[config.mk]
export PLATFORM = sky130hd
export DESIGN_NAME = mcv_host
export DESIGN_NICKNAME = d
export VERILOG_FILES = /design/src/shared/mcv_pkg.sv /design/src/rtl/mcv_host.sv
export SDC_FILE = /design/constraint.sdc
export NUM_CORES = 1
export LEC_CHECK = 0
export ABC_AREA = 1
export BUFFER_PORTS_ARGS = -buffer_cell sky130_fd_sc_hd__buf_2
export CAP_MARGIN = 10
export CORE_MARGIN = 2
export CORE_UTILIZATION = 48
export CTS_CLUSTER_DIAMETER = 30
export CTS_CLUSTER_SIZE = 14
export DETAILED_ROUTE_END_ITERATION = 16
export PLACE_DENSITY = 0.62
export SLEW_MARGIN = 20
export SYNTH_ARGS = -nofsm -noshare
export SYNTH_HDL_FRONTEND = slang
export SYNTH_HIERARCHICAL = 1
export SYNTH_SLANG_ARGS = --single-unit
[constraint.sdc]
create_clock -name clk_sys -period 3.5 [get_ports clk_sys]
set_input_delay 1.05 -clock clk_sys [delete_from_list [all_inputs] [get_ports clk_sys]]
set_output_delay 1.05 -clock clk_sys [all_outputs]
set_load 0.01 [all_outputs]
[src/shared/mcv_pkg.sv]
// Package with timing constants, modes and carrier types for the converter host controller.
package mcv_pkg;

    localparam int unsigned CLK_HZ         = 20_000_000;
    localparam int unsigned CLK_PERIOD_NS  = 1_000_000_000 / CLK_HZ;

    localparam int unsigned RESULT_W       = 10;
    localparam int unsigned CHAN_W         = 2;

    // All times round up to whole cycles, least and longest alike.
    localparam int unsigned SAMPLE_LOW_NS  = 250;
    localparam int unsigned SAMPLE_LOW_CYC = (SAMPLE_LOW_NS + CLK_PERIOD_NS - 1) / CLK_PERIOD_NS;
    localparam int unsigned CONV_M1_NS     = 900;
    localparam int unsigned CONV_M1_CYC    = (CONV_M1_NS + CLK_PERIOD_NS - 1) / CLK_PERIOD_NS;
    localparam int unsigned CONV_M2_NS     = 1400;
    localparam int unsigned CONV_M2_CYC    = (CONV_M2_NS + CLK_PERIOD_NS - 1) / CLK_PERIOD_NS;
    localparam int unsigned DATA_VALID_NS  = 20;
    localparam int unsigned DATA_VALID_CYC = (DATA_VALID_NS + CLK_PERIOD_NS - 1) / CLK_PERIOD_NS;
    localparam int unsigned ACCESS_NS      = 60;
    localparam int unsigned ACCESS_CYC     = (ACCESS_NS + CLK_PERIOD_NS - 1) / CLK_PERIOD_NS;
    localparam int unsigned RELEASE_NS     = 60;
    localparam int unsigned RELEASE_CYC    = (RELEASE_NS + CLK_PERIOD_NS - 1) / CLK_PERIOD_NS;
    localparam int unsigned TIMER_W        = 6;
    localparam int unsigned FIFO_DEPTH     = 4;

    localparam logic [TIMER_W-1:0] TIMER_ZERO = 6'h00;
    localparam logic               MODE_SEPARATE = 1'b0;
    localparam logic               MODE_READ     = 1'b1;

    typedef enum {
        MCV_IDLE,
        MCV_SAMPLE,
        MCV_WAIT_DONE,
        MCV_SETTLE,
        MCV_READ,
        MCV_RELEASE
    } mcv_state_e;

    typedef struct packed {
        logic                channel_select_hi;
        logic                channel_select_lo;
    } mcv_chan_s;

    typedef struct packed {
        logic [CHAN_W-1:0]   channel;
        logic [RESULT_W-1:0] data;
    } mcv_result_s;

    typedef struct packed {
        logic                chip_select_b;
        logic                sample_hold_b;
        logic                read_b;
    } mcv_strobe_s;

endpackage

[src/rtl/mcv_host.sv]
// Host controller that runs conversions on the multistep converter and buffers the results.
`timescale 1ns/1ps

module mcv_fifo #(
    parameter int unsigned WIDTH = 12,
    parameter int unsigned DEPTH = 4
) (
    input  wire logic             clk_sys,
    input  wire logic             rst_b,
    input  wire logic             in_valid,
    output logic                  in_ready,
    input  wire logic [WIDTH-1:0] in_data,
    output logic                  out_valid,
    input  wire logic             out_ready,
    output logic      [WIDTH-1:0] out_data
);
    localparam int unsigned AW = (DEPTH > 1) ? $clog2(DEPTH) : 1;

    initial begin
        if (DEPTH < 2 || (DEPTH & (DEPTH - 1)) != 0) begin
            $error("FIFO depth must be a power of two, at least two.");
        end
    end

    initial begin
        if (WIDTH < 1) begin
            $error("FIFO width must be at least one bit.");
        end
    end

    // Pointers carry one extra bit so that full and empty can be told apart
    // without a separate count register; the low bits index the storage.

    logic [WIDTH-1:0] mem [DEPTH];
    logic [AW:0]      wr_ptr;
    logic [AW:0]      rd_ptr;

    wire push = in_valid && in_ready;
    wire pop  = out_valid && out_ready;

    // Full is the wrap bits differing while the index bits agree.
    assign in_ready  = (wr_ptr[AW] == rd_ptr[AW]) || (wr_ptr[AW-1:0] != rd_ptr[AW-1:0]);
    assign out_valid = (wr_ptr != rd_ptr);
    assign out_data  = mem[rd_ptr[AW-1:0]];

    always_ff @(posedge clk_sys or negedge rst_b) begin
        if (!rst_b) begin
            wr_ptr <= '0;
            rd_ptr <= '0;
        end else begin
            if (push) begin
                wr_ptr <= wr_ptr + 1'b1;
            end
            if (pop) begin
                rd_ptr <= rd_ptr + 1'b1;
            end
        end
    end

    always_ff @(posedge clk_sys) begin
        if (push) begin
            mem[wr_ptr[AW-1:0]] <= in_data;
        end
    end
endmodule

// Behaviour
// - Host runs separate sample and read strobes, or one joined strobe.
// - Channel pins are set on the same clock edge that the sample strobe falls; 00 to 11 pick inputs 0-3.
// - Two-input variant uses only the low channel pin.
// - Host holds the sample strobe low at least 250 ns.
// - Strobes act only while chip select is low.
// - In read mode the host lowers the joined strobe to start a conversion.
module mcv_host #(
    parameter int unsigned CHANNELS = 4
) (
    input  wire logic                                   clk_sys,
    input  wire logic                                   rst_b,
    input  wire logic                                   mode_read,
    input  wire logic                                   start,
    input  wire logic        [mcv_pkg::CHAN_W-1:0]      channel,
    output logic                                        busy,
    output logic                                        timeout,
    output mcv_pkg::mcv_strobe_s                        strobes,
    output mcv_pkg::mcv_chan_s                          chan_pins,
    input  wire logic                                   done_b,
    input  wire logic        [mcv_pkg::RESULT_W-1:0]    adc_data,
    output logic                                        result_valid,
    input  wire logic                                   result_ready,
    output mcv_pkg::mcv_result_s                        result
);
    import mcv_pkg::*;

    initial begin
        if (CHANNELS != 1 && CHANNELS != 2 && CHANNELS != 4) begin
            $error("CHANNELS must be 1, 2 or 4.");
        end
    end

    // The longest dwell must fit the timer, or a wait would wrap and end early.
    initial begin
        if (CONV_M2_CYC >= (1 << TIMER_W)) begin
            $error("Timer too narrow for the longest conversion wait.");
        end
    end

    mcv_state_e               state;
    mcv_state_e               next_state;
    logic [TIMER_W-1:0]       timer;
    logic                     mode;
    logic [CHAN_W-1:0]        chan;
    logic [RESULT_W-1:0]      data;
    logic                     push;
    logic                     fifo_ready;

    // Unused channel pins are held low so the smaller variants see a clean pattern.
    wire [CHAN_W-1:0] chan_masked = (CHANNELS == 4) ? channel :
                                    (CHANNELS == 2) ? {1'b0, channel[0]} : 2'h0;
    wire timer_done  = (timer == TIMER_ZERO);
    wire done_seen   = !done_b;
    wire sample_low  = (state == MCV_SAMPLE) ||
                       (mode == MODE_READ && (state == MCV_WAIT_DONE ||
                        state == MCV_SETTLE || state == MCV_READ));
    wire read_low    = (mode == MODE_READ) ? sample_low : (state == MCV_READ);
    wire select_low  = (state != MCV_IDLE) && (state != MCV_RELEASE);
    // A start is refused while the buffer is full, so no result is dropped.
    wire can_start   = start && fifo_ready;

    // Strobes are decoded straight from the state register, so they never glitch
    // between states and change only just after a clock edge.
    assign busy            = (state != MCV_IDLE);
    assign strobes.chip_select_b = !select_low;
    assign strobes.sample_hold_b = !sample_low;
    assign strobes.read_b        = !read_low;

    // A conversion walks sample, wait for done, settle, read and release.
    // In joined-strobe mode the sample state is skipped: the single strobe
    // falls on entry to the wait and stays low until the read is over.
    // The wait is bounded by one cycle past the conversion time of the mode in use, 950 ns or 1450 ns; on expiry the bus
    // is read anyway and the timeout flag tells the consumer the word is stale.
    always_comb begin
        next_state = state;
        case (state)
            MCV_IDLE:      if (can_start) next_state = (mode_read == MODE_READ) ?
                                                       MCV_WAIT_DONE : MCV_SAMPLE;
            MCV_SAMPLE:    if (timer_done) next_state = MCV_WAIT_DONE;
            MCV_WAIT_DONE: if (done_seen || timer_done) next_state = MCV_SETTLE;
            MCV_SETTLE:    if (timer_done) next_state = MCV_READ;
            MCV_READ:      if (timer_done) next_state = MCV_RELEASE;
            MCV_RELEASE:   if (timer_done) next_state = MCV_IDLE;
            default:       next_state = MCV_IDLE;
        endcase
    end

    // Timer loads the dwell of the state being entered, counting down to zero.
    function automatic logic [TIMER_W-1:0] dwell(input mcv_state_e s, input logic m);
        case (s)
            MCV_SAMPLE:    dwell = TIMER_W'(SAMPLE_LOW_CYC - 1);
            MCV_WAIT_DONE: dwell = TIMER_W'((m == MODE_READ) ? CONV_M2_CYC : CONV_M1_CYC);
            MCV_SETTLE:    dwell = TIMER_W'(DATA_VALID_CYC);
            MCV_READ:      dwell = TIMER_W'(ACCESS_CYC);
            MCV_RELEASE:   dwell = TIMER_W'(RELEASE_CYC);
            default:       dwell = TIMER_ZERO;
        endcase
    endfunction

    // The mode pin is only trusted at the start; later dwells use the latched copy.
    wire dwell_mode = (state == MCV_IDLE) ? mode_read : mode;
    wire entering = (next_state != state);
    wire [TIMER_W-1:0] next_timer = entering ? dwell(next_state, dwell_mode) :
                                    (timer_done ? TIMER_ZERO : timer - 1'b1);
    wire capture = (state == MCV_READ) && timer_done;

    always_ff @(posedge clk_sys or negedge rst_b) begin
        if (!rst_b) begin
            state <= MCV_IDLE;
            timer <= TIMER_ZERO;
        end else begin
            state <= next_state;
            timer <= next_timer;
        end
    end

    // Per-conversion context is latched when a start is taken, so the inputs
    // may change freely while a conversion runs.
    // The captured word reaches the buffer one cycle after the read strobe
    // rises; the buffer never refuses it, because starts are held back while full.
    always_ff @(posedge clk_sys or negedge rst_b) begin
        if (!rst_b) begin
            mode    <= MODE_SEPARATE;
            chan    <= 2'h0;
            data    <= 10'h000;
            push    <= 1'b0;
            timeout <= 1'b0;
        end else begin
            push <= capture;
            if (state == MCV_IDLE && can_start) begin
                mode    <= mode_read;
                chan    <= chan_masked;
                timeout <= 1'b0;
            end
            if (state == MCV_WAIT_DONE && timer_done && !done_seen) begin
                timeout <= 1'b1;
            end
            if (capture) begin
                data <= adc_data;
            end
        end
    end

    // Channel pins are registered and stay put through the whole conversion for hold time.
    assign chan_pins.channel_select_hi = chan[1];
    assign chan_pins.channel_select_lo = chan[0];

    // Each finished conversion becomes one buffer word, channel above data.
    mcv_fifo #(
        .WIDTH (CHAN_W + RESULT_W),
        .DEPTH (FIFO_DEPTH)
    ) u_fifo (
        .clk_sys   (clk_sys),
        .rst_b     (rst_b),
        .in_valid  (push),
        .in_ready  (fifo_ready),
        .in_data   ({chan, data}),
        .out_valid (result_valid),
        .out_ready (result_ready),
        .out_data  (result)
    );
endmodule

==> results.md <==
* Final total negative setup slack at 0 ns
* Count of different cell masters after synthesis at 31
* Antenna Diode Count at 0
* Post-synthesis sequential element count at 107
* R2R Path Start: u_fifo/rd_ptr[1]
* Hold violation total from the final report at 0
* # clock sinks at 107
* Combined area of all synthesized cells at 4700 um2
* Leakage power total at 2.71 nW
* R2R depth at 15
* Fraction of the mapped netlist area in compound gates at 0.0588
* # rows at 36
* Final RePlAce weighted congestion at 0.902
* Multiplexer share of the synthesized area at 0
* Number of pins exceeding their max-slew limit in the final report at 0
* Cell Chain, Critical Path: inv_2 -> nand2_1 -> nor2_1 -> nand2_1 -> nor2_1 -> nand2_2 -> inv_1 -> nor2_2 -> nand2_1 -> a21oi_2 -> nand2_1 -> o21ai_0 -> buf_2
* Unrepaired setup endpoints after global routing: no
* Fraction of final layout cells with drive strength greater than 1 at 0.169
* Worst vdd rail ir drop at 0.245 mV
* Sequential-to-total area share from yosys stat at 0.621
* Class of the tightest hold or removal check: flop to flop
* Count of flip-flops with a built-in enable after synthesis at 48
* Full die area at 10600 um2
* Height of the die at 103 um
* CP Data Required Time at 2.45 ns
* FILL cells at 937
* Async set-or-reset flop fraction in the synthesized netlist at 0.551
* Die width at 103 um
* Final ANT Viol Nets at 0
* Detailed-route DRC error count at 0
* Remaining global-route overflow at 0
* Total length of routed wires at 8.49 mm
* Effective utilization at floorplan at 0.488
* Top cell type's share of synthesized area at 0.314
* Half-perimeter wire length of the detailed placement result at 5.92 mm
* Type of the setup path with the least slack: flop to output pin
* Commonest cells post-synth: sky130_fd_sc_hd__nand2_1 (126), sky130_fd_sc_hd__nor2_1 (69), sky130_fd_sc_hd__dfrtp_1 (59), sky130_fd_sc_hd__inv_1 (50), sky130_fd_sc_hd__edfxtp_1 (48)
* Final setup violation count at 0
* R2R setup slack at 1.05 ns
* Beginning of the worst hold path: timer[0]
* Top_reg_cell synth: sky130_fd_sc_hd__dfrtp_1
* Maximum count of clock buffers along a single path at 2
* Via count of the first global-routing pass at 3102
* Worst reg2reg endpoint: timer[2]
* Top area cells in the synthesized netlist: sky130_fd_sc_hd__dfrtp_1 (31%), sky130_fd_sc_hd__edfxtp_1 (31%), sky130_fd_sc_hd__nand2_1 (10%)
* Hold-fix buffers at CTS at 0
* Cell seen most often among critical-path stages: sky130_fd_sc_hd__nand2_1
* Minimum clock period after layout at 3.04 ns
* Setup clock skew after layout at 0.0162 ns
* TritonCTS clock tree: built
* Worst-path maximum fanout at 5
* Startpoint kind of the worst setup timing path: flop
* Total area of sequential cells at 2920 um2
* Number of buffers inserted by post-CTS setup repair at 0
* Measured slew at the worst slew-check pin at 0.746 ns
* I/O Pins at 38
* Area fraction in and, or, nand and nor cells after synthesis at 0.236
* Total global-route track usage at 0.175
* Highest-delay cell along the critical path: sky130_fd_sc_hd__dfrtp_1
* Adder-Cell Fraction of Synth Area at 0.0160
* Post-layout instance area at 5350 um2
* Most frequently used cell type in the post-synthesis netlist: sky130_fd_sc_hd__nand2_1
* Reported max-cap violation count at 0
* Signal arrival time at the worst endpoint at 1.99 ns
* Element type at the critical path end: output pin
* Yosys synthesis warning count at 6
* Final routed wire length divided by cell count at 12.2 um
* Xor and xnor area share after synthesis at 0.00745
* Library cell used as clock root buffer: sky130_fd_sc_hd__clkbuf_8
* Synthesized instance count at 483
* Drt first pass iters at 7
* Core area at 9640 um2
* Result of the run: finished, final reports clean
* Source-to-sink clock delay at the later pin of the worst-skew pair at 0.37 ns
* Hold slack final at 0.479 ns
* Multi-input gate area at 1610 um2
* DR iter-0 viols at 124
* Highest clock frequency the design can meet at 329 MHz
* Antenna violations before repair at 0
* P per Cell Area at 393 nW/um2
* Port-buffer cells at 37
* Cells resized by post-CTS repair at 0
* Via count at 3282
* Final nets at 580
* Slew HR at 0.502
* Clock slew seen by the registers of the worst setup and hold paths at 0.11 ns
* Worst Hold Path Cells at 1
* Maximum single-stage delay on the critical path at 0.46 ns
* Overall power after layout at 2.10 mW
* Detailed-route vias per instance at 4.73
* Clock buffer count from CTS at 9
* Wire length of the first global-routing pass at 14.1 mm
* Cell type with the highest aggregate area in the netlist: sky130_fd_sc_hd__dfrtp_1
* Post-synthesis average cell area at 9.73 um2
* Layout overhead on the synthesized area at 13.8%
* Number of levels the H-tree was split into at 3
* Post-route fraction of the period consumed by the critical path at 0.869
* Dominant combinational cell family by area after synthesis: simple AND/OR/NAND/NOR gates
* Maximum number of pins on one net before global-route repair at 60
* Cell area after placement at 5140 um2
* Hold Path End: timer[0]
logic make-up after synthesis:
family,count (synthesis)
AOI/OAI and AO/OA,49
adders and majority gates,6
buffers and inverters,68
xor gates and xnor gates,4
DFF,107
and+or+nand+nor,248
other,1
critical path, delay by kind of cell (launching register included):
family / cells / cell delay (ns)
AOI/OAI and AO/OA: 2 / 0.13
buffers and inverters: 3 / 0.36
DFF: 1 / 0.46
and+or+nand+nor: 8 / 0.67
routing by layer:
| metal | routed length (um) | global-route usage |
|---|---|---|
| met1 | 3760 | 0.217 |
| met2 | 4290 | 0.300 |
| met3 | 316 | 0.0447 |
| met4 | 123 | 0.0567 |
| met5 | 0 | 0 |
through the flow:
step	cells	utilization	worst slack (ns)
after floorplan	511	-	1.08
after detailed placement	678	0.534	0.860
after CTS	694	0.555	0.437
after global placement	678	0.534	0.885
final	694	0.555	0.458
after global routing	694	0.555	0.244
worst max-delay path by stage:
| stage | start | to | slack (ns) | cells after the start |
|---|---|---|---|---|
| global placement | state[1] | strobes[0] | 0.88 | 13 |
| detailed placement | state[0] | strobes[0] | 0.86 | 13 |
| finish | state[1] | strobes[0] | 0.46 | 13 |
| CTS | state[5] | strobes[0] | 0.44 | 13 |
| floorplan | state[0] | strobes[0] | 1.08 | 12 |
| global route | state[5] | strobes[0] | 0.24 | 13 |
cells in the final DEF (no fill, tap or decap):
cell	Yosys	final
sky130_fd_sc_hd__inv_4	1	1
sky130_fd_sc_hd__xor2_1	3	3
sky130_fd_sc_hd__clkinv_8	0	2
sky130_fd_sc_hd__nand4_2	1	1
sky130_fd_sc_hd__edfxtp_1	48	48
sky130_fd_sc_hd__a32o_1	1	1
sky130_fd_sc_hd__a21oi_2	1	1
sky130_fd_sc_hd__conb_1	1	29
sky130_fd_sc_hd__nor2_2	5	5
sky130_fd_sc_hd__o21ai_0	29	29
sky130_fd_sc_hd__clkinv_4	0	1
sky130_fd_sc_hd__a21oi_1	4	4
sky130_fd_sc_hd__dfrtp_1	59	59
sky130_fd_sc_hd__nor2_4	5	5
sky130_fd_sc_hd__inv_2	8	8
sky130_fd_sc_hd__o22ai_1	12	12
sky130_fd_sc_hd__nand3_1	24	24
sky130_fd_sc_hd__nand2_1	126	126
sky130_fd_sc_hd__inv_6	0	2
sky130_fd_sc_hd__nand3_4	2	2
sky130_fd_sc_hd__o21ai_2	2	2
sky130_fd_sc_hd__xnor2_1	1	1
sky130_fd_sc_hd__nor3_1	3	3
sky130_fd_sc_hd__clkinvlp_4	0	1
sky130_fd_sc_hd__nand2_4	2	2
sky130_fd_sc_hd__inv_8	0	1
sky130_fd_sc_hd__nand4_1	2	2
sky130_fd_sc_hd__inv_1	50	50
sky130_fd_sc_hd__buf_4	0	6
sky130_fd_sc_hd__nor2_1	69	69
sky130_fd_sc_hd__nand2_2	7	7
sky130_fd_sc_hd__ha_1	6	6
sky130_fd_sc_hd__clkbuf_8	0	9
sky130_fd_sc_hd__nand3_2	1	1
sky130_fd_sc_hd__buf_2	6	37
sky130_fd_sc_hd__nor2_8	1	1
cell type report:
| cell class | instances | share of cell area |
|---|---|---|
| timing repair buffer | 43 | 0.0431 |
| inverter | 59 | 0.0419 |
| clock inverter | 7 | 0.0145 |
| multi-input combinational | 336 | 0.300 |
| tap | 133 | 0.0311 |
| clock buffer | 9 | 0.0232 |
| sequential | 107 | 0.546 |
report_power, final:
group | total [mW] | leakage, nW | switching (mW) | internal (mW)
clock network | 0.731 | 0.0979 | 0.449 | 0.282
logic | 0.0465 | 1.34 | 0.0328 | 0.0137
registers | 1.32 | 1.27 | 0.00534 | 1.32
total | 2.10 | 2.71 | 0.487 | 1.62
sequential cells by signal, summed over array words and instances, names as in the netlist:
signal,count
chan_pins,2
data,10
mode,1
push,1
state,32
timeout,1
timer,6
u_fifo/mem,48
u_fifo/rd_ptr,3
u_fifo/wr_ptr,3
Power figures use the tool's default switching activity.
